--- src/verilog/can_flag_pkg.sv ---
// Constants for the CAN interrupt flag and error state register block
// Assumes a plain register port with word addresses and 16-bit data
package can_flag_pkg;

  localparam int unsigned DATA_W = 16;
  localparam int unsigned ADDR_W = 3;
  localparam int unsigned FLAG_W = 8;
  localparam int unsigned STATE_W = 6;

  // Register word addresses
  localparam logic [2:0] ADDR_FLAGS = 3'h0;
  localparam logic [2:0] ADDR_MASK = 3'h1;
  localparam logic [2:0] ADDR_PENDING = 3'h2;

  // Bit positions within can_interrupt_flags
  localparam int unsigned POS_TX_BUS_OFF = 13;
  localparam int unsigned POS_TX_BUS_PASSIVE = 12;
  localparam int unsigned POS_RX_BUS_PASSIVE = 11;
  localparam int unsigned POS_TX_WARNING = 10;
  localparam int unsigned POS_RX_WARNING = 9;
  localparam int unsigned POS_ANY_WARNING = 8;
  localparam int unsigned POS_INVALID_MSG = 7;
  localparam int unsigned POS_BUS_WAKEUP = 6;
  localparam int unsigned POS_ERROR_EVENT = 5;
  localparam int unsigned POS_FIFO_FULL = 3;
  localparam int unsigned POS_RX_OVERFLOW = 2;
  localparam int unsigned POS_RX_BUFFER = 1;
  localparam int unsigned POS_TX_BUFFER = 0;

  // Implemented sticky flag bits; bit 4 stays unimplemented
  localparam logic [7:0] FLAG_IMPL = 8'hef;

  // Values after reset
  localparam logic [15:0] RESET_FLAGS_REG = 16'h0000;
  localparam logic [15:0] RESET_MASK = 16'h0000;
  localparam logic [7:0] RESET_FLAGS = 8'h00;
  localparam logic [5:0] RESET_STATE = 6'h00;

endpackage

--- src/verilog/level_rise_detect.sv ---
// Rising edge detector bank for error state levels
// Assumes levels already synchronous to clock
`timescale 1ns/1ps
module level_rise_detect #(
  parameter int unsigned WIDTH = 6
) (
  input wire logic clock,
  input wire logic reset_n,
  input wire logic [WIDTH-1:0] level,
  output logic [WIDTH-1:0] rise
);

  typedef struct packed {
    logic [WIDTH-1:0] prev;
  } rise_state_t;

  rise_state_t state;
  rise_state_t next_state;

  always_comb begin
    next_state.prev = level;
  end

  always_ff @(posedge clock) begin
    if (!reset_n) begin
      state <= '0;
    end else begin
      state <= next_state;
    end
  end

  // One pulse per bit on entry into a state
  genvar i;
  generate
    for (i = 0; i < WIDTH; i++) begin : g_rise
      assign rise[i] = level[i] & ~state.prev[i];
    end
  endgenerate

endmodule

--- src/verilog/sticky_flag_bank.sv ---
// Bank of sticky flags, set by hardware, cleared by a clear request
// Assumes set and clear are one-cycle requests on clock
`timescale 1ns/1ps
module sticky_flag_bank #(
  parameter int unsigned WIDTH = 8,
  parameter logic [WIDTH-1:0] IMPL = '1
) (
  input wire logic clock,
  input wire logic reset_n,
  input wire logic [WIDTH-1:0] set,
  input wire logic [WIDTH-1:0] clear,
  output logic [WIDTH-1:0] flags
);

  typedef struct packed {
    logic [WIDTH-1:0] flags;
  } flag_state_t;

  flag_state_t state;
  flag_state_t next_state;

  // Set wins over a clear in the same cycle
  always_comb begin
    next_state.flags = ((state.flags & ~clear) | set) & IMPL;
  end

  always_ff @(posedge clock) begin
    if (!reset_n) begin
      state <= '0;
    end else begin
      state <= next_state;
    end
  end

  assign flags = state.flags;

endmodule

--- src/verilog/can_interrupt_flag_status.sv ---
// CAN interrupt flag and error state status register with interrupt mask
// Assumes error state levels and event pulses come from the protocol
// engine, synchronous to clock; one-cycle register strobes
//
// Function
// [RQ1] Bit 13 reads 1 while the transmitter is bus-off, else 0.
// [RQ2] Bit 12 reads 1 while the transmitter is bus-passive, else 0.
// [RQ3] Bit 11 reads 1 while the receiver is bus-passive, else 0.
// [RQ4] Bit 10 reads 1 while the transmitter is in error warning.
// [RQ5] Bit 9 reads 1 while the receiver is in error warning.
// [RQ6] Bit 8 reads 1 while transmitter or receiver is in warning.
// [RQ7] Bit 7 is a sticky flag set by an invalid message on the bus.
// [RQ8] Bit 6 is a sticky flag set by wake-up activity on the bus.
// [RQ9] Bit 5 is a sticky flag set by the error states of bits 13 to 8.
// [RQ10] Bit 3 is a sticky flag set when the receive FIFO is almost full.
// [RQ11] Bit 2 is a sticky flag set by a receive buffer overflow.
// [RQ12] Bits 15, 14 and 4 read as zero and ignore writes.
// [RQ13] Flags clear only on a written zero; a written one leaves them.
// [RQ14] Bits 13 to 8 ignore writes and the whole register resets to 0.
// [RQ15] Bit 1 flags a received message, bit 0 a free transmit buffer.
`timescale 1ns/1ps
module can_interrupt_flag_status #(
  parameter int unsigned DATA_W = can_flag_pkg::DATA_W,
  parameter int unsigned ADDR_W = can_flag_pkg::ADDR_W
) (
  input wire logic clock,
  input wire logic reset_n,
  input wire logic [ADDR_W-1:0] address,
  input wire logic [DATA_W-1:0] write_data,
  input wire logic write_strobe,
  input wire logic read_strobe,
  output logic [DATA_W-1:0] read_data,
  output logic interrupt,
  input wire logic tx_bus_off,
  input wire logic tx_bus_passive,
  input wire logic rx_bus_passive,
  input wire logic tx_warning,
  input wire logic rx_warning,
  input wire logic invalid_message,
  input wire logic bus_wakeup,
  input wire logic fifo_almost_full,
  input wire logic rx_overflow,
  input wire logic rx_buffer_received,
  input wire logic tx_buffer_available
);

  localparam int unsigned FW = can_flag_pkg::FLAG_W;
  localparam int unsigned SW = can_flag_pkg::STATE_W;

  typedef struct packed {
    logic [DATA_W-1:0] read_data;
    logic interrupt;
    logic [SW-1:0] error_state;
    logic [DATA_W-1:0] mask;
  } top_state_t;

  top_state_t state;
  top_state_t next_state;

  logic [FW-1:0] flags;
  logic [FW-1:0] flag_set;
  logic [FW-1:0] flag_clear;
  logic [SW-1:0] state_rise;
  logic [DATA_W-1:0] flags_word;
  logic [DATA_W-1:0] pending_word;

  // Address match of a register access
  function automatic logic hits(
    input logic [ADDR_W-1:0] addr,
    input logic [2:0] target
  );
    hits = (addr == ADDR_W'(target));
  endfunction

  // Error states arranged as bits 13 down to 8
  function automatic logic [SW-1:0] pack_state(
    input logic bo,
    input logic tbp,
    input logic rbp,
    input logic tw,
    input logic rw
  );
    pack_state = {bo, tbp, rbp, tw, rw, tw | rw};
  endfunction

  level_rise_detect #(
    .WIDTH(SW)
  ) u_rise (
    .clock(clock),
    .reset_n(reset_n),
    .level(state.error_state),
    .rise(state_rise)
  );

  // Hardware event sources of the sticky flags
  always_comb begin
    flag_set = '0;
    flag_set[can_flag_pkg::POS_INVALID_MSG] = invalid_message; // [RQ7]
    flag_set[can_flag_pkg::POS_BUS_WAKEUP] = bus_wakeup; // [RQ8]
    flag_set[can_flag_pkg::POS_ERROR_EVENT] = |state_rise; // [RQ9]
    flag_set[can_flag_pkg::POS_FIFO_FULL] = fifo_almost_full; // [RQ10]
    flag_set[can_flag_pkg::POS_RX_OVERFLOW] = rx_overflow; // [RQ11]
    flag_set[can_flag_pkg::POS_RX_BUFFER] = rx_buffer_received; // [RQ15]
    flag_set[can_flag_pkg::POS_TX_BUFFER] = tx_buffer_available; // [RQ15]
  end

  // A written zero clears, a written one leaves the flag
  always_comb begin
    flag_clear = '0;
    if (write_strobe && hits(address, can_flag_pkg::ADDR_FLAGS)) begin
      flag_clear = ~write_data[FW-1:0]; // [RQ13]
    end
  end

  sticky_flag_bank #(
    .WIDTH(FW),
    .IMPL(can_flag_pkg::FLAG_IMPL)
  ) u_flags (
    .clock(clock),
    .reset_n(reset_n),
    .set(flag_set),
    .clear(flag_clear),
    .flags(flags)
  );

  // Register views
  always_comb begin
    flags_word = '0;
    flags_word[13:8] = state.error_state; // [RQ14]
    flags_word[FW-1:0] = flags & can_flag_pkg::FLAG_IMPL; // [RQ12]
    pending_word = flags_word & state.mask;
    pending_word[13:8] = '0;
  end

  always_comb begin
    next_state = state;
    // Error states follow the engine; writes never reach them
    next_state.error_state = pack_state(tx_bus_off, tx_bus_passive,
      rx_bus_passive, tx_warning, rx_warning); // [RQ1] [RQ2] [RQ3] [RQ4] [RQ5] [RQ6]
    if (write_strobe && hits(address, can_flag_pkg::ADDR_MASK)) begin
      next_state.mask = write_data &
        {{(DATA_W-FW){1'b0}}, can_flag_pkg::FLAG_IMPL};
    end
    next_state.read_data = '0;
    if (read_strobe) begin
      if (hits(address, can_flag_pkg::ADDR_FLAGS)) begin
        next_state.read_data = flags_word;
      end else if (hits(address, can_flag_pkg::ADDR_MASK)) begin
        next_state.read_data = state.mask;
      end else if (hits(address, can_flag_pkg::ADDR_PENDING)) begin
        next_state.read_data = pending_word;
      end
    end
    next_state.interrupt = |pending_word[FW-1:0];
  end

  always_ff @(posedge clock) begin
    if (!reset_n) begin
      state.read_data <= '0;
      state.interrupt <= 1'b0;
      state.error_state <= can_flag_pkg::RESET_STATE; // [RQ14]
      state.mask <= can_flag_pkg::RESET_MASK;
    end else begin
      state <= next_state;
    end
  end

  assign read_data = state.read_data;
  assign interrupt = state.interrupt;

endmodule

--- config.mk ---
export PLATFORM = sky130hd
export DESIGN_NAME = can_interrupt_flag_status
export DESIGN_NICKNAME = d
export VERILOG_FILES = /design/src/verilog/can_flag_pkg.sv /design/src/verilog/level_rise_detect.sv /design/src/verilog/sticky_flag_bank.sv /design/src/verilog/can_interrupt_flag_status.sv
export SDC_FILE = /design/constraint.sdc
export NUM_CORES = 1
export LEC_CHECK = 0
export BUFFER_PORTS_ARGS = -buffer_cell sky130_fd_sc_hd__buf_2
export CORE_AREA = 2 2 60 62
export CTS_CLUSTER_SIZE = 8
export DETAILED_ROUTE_END_ITERATION = 8
export DIE_AREA = 0 0 62 64
export PLACE_DENSITY = 0.76
export SLEW_MARGIN = 10
export SYNTH_ARGS = -nofsm -noshare
export SYNTH_HDL_FRONTEND = slang
export SYNTH_HIERARCHICAL = 1
export SYNTH_SLANG_ARGS = --single-unit
--- constraint.sdc ---
create_clock -name clock -period 1.6 [get_ports clock]
set_input_delay 0.32 -clock clock [delete_from_list [all_inputs] [get_ports clock]]
set_output_delay 0.32 -clock clock [all_outputs]
set_load 0.02 [all_outputs]
Word-level counts from Yosys, hierarchy flattened
Cells that the tools add are included.
Widths: inputs -> output; s select.
{"block": "word_totals", "ff_bits": 44, "input_bits": 34, "output_inout_bits": 17, "elab_cells": 41}
{"block": "classes", "eq_ne": 2, "muxes": 4, "bitwise_logic": 20, "n_reduce_logical": 7}
{"op": "$mux 8", "n": 3}
{"op": "$and 8x8->8", "n": 2}
{"op": "$not 8->8", "n": 2}
{"op": "$mux 14", "n": 1}
{"op": "$not 1->1", "n": 8}
{"op": "$or 8x8->8", "n": 1}
{"op": "$reduce_or 8->1", "n": 1}
{"op": "$and 1x1->1", "n": 6}
{"op": "$reduce_or 6->1", "n": 1}
{"op": "$eq 3x1->1 const B", "n": 1}
{"op": "$eq 3x2->1 const B", "n": 1}
{"op": "$logic_not 3->1", "n": 1}
{"op": "$reduce_or 3->1", "n": 1}
{"op": "$logic_and 1x1->1", "n": 2}
{"op": "$reduce_and 2->1", "n": 1}
{"op": "$or 1x1->1", "n": 1}

Depth between registers and ports, before layout
{"block": "depth", "word_depth": 6, "mapped_depth": 6}

By module
The synthesis kept the hierarchy.
{"module": "can_interrupt_flag_status", "n_inst": 1, "cells_each": 122, "area_per_inst_um2": 1126.1, "seq_area_each_um2": 540.5}
{"module": "sticky_flag_bank", "n_inst": 1, "cells_each": 23, "area_per_inst_um2": 247.7, "seq_area_each_um2": 140.1}
{"module": "level_rise_detect", "n_inst": 1, "cells_each": 18, "area_per_inst_um2": 195.2, "seq_area_each_um2": 120.1}

Worst setup path before layout
No wires, ideal clock.
{"block": "synth_timing", "path_type": "input to register", "start": "input port address[0]", "end": "register u_flags.state (netlist bit u_flags/flags[0])", "arrival_time_ns": 1.165, "slack_ns": 0.320, "path_stages": 6, "n_path_buf": 1, "path_cell_list": "buf_2 > nor2_2 > nand3b_2 > nor2_1 > nor2b_1 > o21a_1"}
{"block": "synth_between", "elab_chain_len": 6}
{"item": "from (decl)", "line_no": "can_interrupt_flag_status.sv:28", "text": "input wire logic [ADDR_W-1:0] address,"}
{"item": "$logic_not 3->1", "line_no": "can_interrupt_flag_status.sv:72", "text": "hits = (addr == ADDR_W'(target));"}
{"item": "$logic_and 1x1->1", "line_no": "can_interrupt_flag_status.sv:110", "text": "if (write_strobe && hits(address, can_flag_pkg::ADDR_FLAGS)) begin"}
{"item": "$mux 8", "line_no": "can_interrupt_flag_status.sv:110"}
{"item": "net flag_clear[0]", "line_no": "can_interrupt_flag_status.sv:62", "text": "logic [FW-1:0] flag_clear;"}
{"item": "$not 8->8", "line_no": "sticky_flag_bank.sv:24", "text": "next_state.flags = ((state.flags & ~clear) | set) & IMPL;"}
{"item": "$and 8x8->8", "line_no": "sticky_flag_bank.sv:24"}
{"item": "$or 8x8->8", "line_no": "sticky_flag_bank.sv:24"}
{"item": "to (signal assigned)", "line_no": "sticky_flag_bank.sv:31", "text": "state <= next_state;"}
{"item": "to (decl)", "line_no": "sticky_flag_bank.sv:19", "text": "flag_state_t state;"}
The timed path passes the listed nets, and every way through them passes these cells.
A chain may end at the register's enable or synchronous reset.

Final worst setup path
{"block": "layout_timing", "start": "register read_data[1] (netlist name)", "end": "output port read_data[1]"}
{"item": "to (decl)", "line_no": "can_interrupt_flag_status.sv:32", "text": "output logic [DATA_W-1:0] read_data,"}
No word-level cell between the ends.

==> results.py <==
metrics = {
    "clock_tree": {
        "cts_tree": "yes",
        "clk_latency_ns": 0.33,
        "clock_sink_count": 40,
        "ctsResizeCount": 0,
        "cts-buffers-inserted": 5,
        "clkTransAtPathRegs_ns": 0.11,
        "postCtsHoldBufs": 0,
        "clk_path_buf_depth": 2,
        "cts_setup_buffers": 0,
        "cts-root-buf": "clkbuf_4",
        "htree_levels": 2,
    },
    "routing": {
        "viasPerCell": 4.51,
        "postRouteAntennaNets": 0,
        "vias": 1074,
        "first_iter_violations": 30,
        "drcViolationCount": 0,
        "wl_per_cell_microns": 10.8,
        "drtPass1Iterations": 4,
        "finalWirelength_microns": 2570,
    },
    "floorplan": {
        "initial_core_util": 0.473,
        "die_h_microns": 64,
        "io_pins": 51,
        "die_w_microns": 62,
        "core_region_area_sq_mm": 0.00328,
        "die-area_sq_mm": 0.00397,
        "num_rows": 21,
    },
    "global_routing": {
        "antenna_found_initial": 0,
        "grt_util_all_layers": 0.152,
        "grt-ovfl-total": 0,
        "grt_pass1_vias": 977,
        "grt_pass1_wl_microns": 4280,
        "grt_max_degree": 15,
    },
    "placed_design": {
        "dpl.hpwl_microns": 1900,
        "placed_cells": 231,
        "gp_routability_congestion": 0.719,
        "dp_worst_setup_slack_ns": 0.213,
        "io_buffers": 38,
    },
    "timing": {
        "timing.fmax_ghz": 0.880,
        "final.period_utilization": 0.710,
        "tns_ns": 0,
        "setup_viol": 0,
        "drv_slew": 0,
        "layout_min_cycle_time_ns": 1.14,
        "hold_viol_final": 0,
        "fin_ws_ns": 0.464,
        "finClkSkew_ns": 0.00754,
        "rsz0062_at_grt": "false",
    },
    "finish": {
        "antenna_cells": 0,
        "mostFrequentLayoutCell": "dfxtp_1",
        "synthToLayoutAreaGrowth_pct": 13.5,
        "drive_gt1_frac": 0.281,
        "fin_cells": 238,
        "nNetsFinal": 226,
        "layout_common_cells": "40 x dfxtp_1, 38 x buf_2, 20 x nor2b_1",
    },
    "critical_path": {
        "crit_slowest_cell": "dfxtp_1",
        "startpoint": "read_data[1]",
        "cp_num_buf_inv": 1,
        "crit_path_end": "read_data[1]",
        "crit_family": "flip-flops",
        "timing.rr.start": "flags_word[11]",
        "rrSetupSlack_ns": 0.48,
        "setup.worst_path.end_class": "primary output",
        "reg2reg_depth": 4,
        "worstPathArrival_ns": 0.82,
        "crit_fanout": 1,
        "r2r-end": "u_flags/flags[5]",
        "slowest_delay_ns": 0.33,
        "cp-start-kind": "register",
        "required_ns": 1.28,
        "worstSetupPathType": "register to primary output",
        "critical_path.cell_chain": "buf_2",
        "cp.depth": 1,
    },
    "power_and_ir_drop": {
        "seqPwrFrac": 0.608,
        "p_total_uw": 1730,
        "p_sw_uw": 377,
        "internal_power_uw": 1350,
        "switching_share": 0.218,
        "pwr-share-comb": 0.085,
        "peakVddDrop_uv": 488,
        "p_clk_frac": 0.307,
        "leakage_uw": 0.000775,
        "power_density_mw_per_mm2": 981,
    },
    "logic_synthesis": {
        "synth_warnings": 6,
        "avgSynthCellArea_sq_um": 9.71,
        "netlist_area_sq_mm": 0.00155,
        "synthCells": 160,
    },
    "status": {
        "status": "finished, final reports clean",
    },
    "hold_path": {
        "hold_class": "input pin to register",
    },
    "flow_run": {
        "drv_cap": 0,
    },
}
## routing by layer
layer / global-route usage / routed length [microns]
met3: 0.0749 / 184
met2: 0.193 / 1130
met5: 0 / 0
met4: 0.0559 / 27
met1: 0.218 / 1230
## worst min-delay path by stage
stage / startpoint / end / slack (ns) / cells past startpoint
floorplan: flags_word[10] / read_data[10] / 0.44 / 1
global placement: flags_word[13] / u_rise/state[5] / 0.45 / 1
detailed placement: flags_word[9] / u_rise/state[1] / 0.45 / 1
CTS: rx_buffer_received / u_flags/flags[1] / 0.18 / 2
global route: invalid_message / u_flags/flags[7] / 0.16 / 2
finish: rx_buffer_received / u_flags/flags[1] / 0.19 / 2
## state kept, by name, summed over array words and instances, names as in the netlist
| signal | cells |
|---|---|
| read_data | 13 |
| state | 7 |
| u_rise/state | 6 |
| flags_word | 6 |
| u_flags/flags | 7 |
| interrupt | 1 |
## through the flow
| stage | util | cell area [sq um] | hold slack, ns |
|---|---|---|---|
| global placement | 0.517 | 1700 | 0.453 |
| detailed placement | 0.517 | 1700 | 0.454 |
| finish | 0.537 | 1760 | 0.187 |
| CTS | 0.537 | 1760 | 0.176 |
| floorplan | - | 1560 | 0.436 |
| global route | 0.537 | 1760 | 0.158 |
## area by class of cell
| cell class | instances | area [sq um] |
|---|---|---|
| Sequential cell | 40 | 801 |
| Clock buffer | 7 | 65.1 |
| Inverter | 1 | 3.75 |
| Multi-Input combinational cell | 103 | 624 |
| Timing Repair Buffer | 41 | 213 |
| Fill cell | 331 | 1520 |
| Tap cell | 46 | 57.6 |
## power by group through the flow
| stage | combinational, uW | clock [uW] | sequential, uW |
|---|---|---|---|
| 6_report | 147 | 532 | 1050 |
| 5_1_grt | 166 | 603 | 1060 |
| 4_1_cts | 149 | 559 | 1050 |
| 3_5_place_dp | 149 | 0 | 1070 |
| 3_3_place_gp | 146 | 0 | 1070 |
| 2_1_floorplan | 96.3 | 0 | 1070 |
## worst reg2reg max path: stages (launching register included)
cell     delay [ns]
dfxtp_1        0.33
nor2b_1        0.13
nor4_1         0.31
nand2_1        0.09
o21a_1         0.18
(Power assumes the default switching activity.)
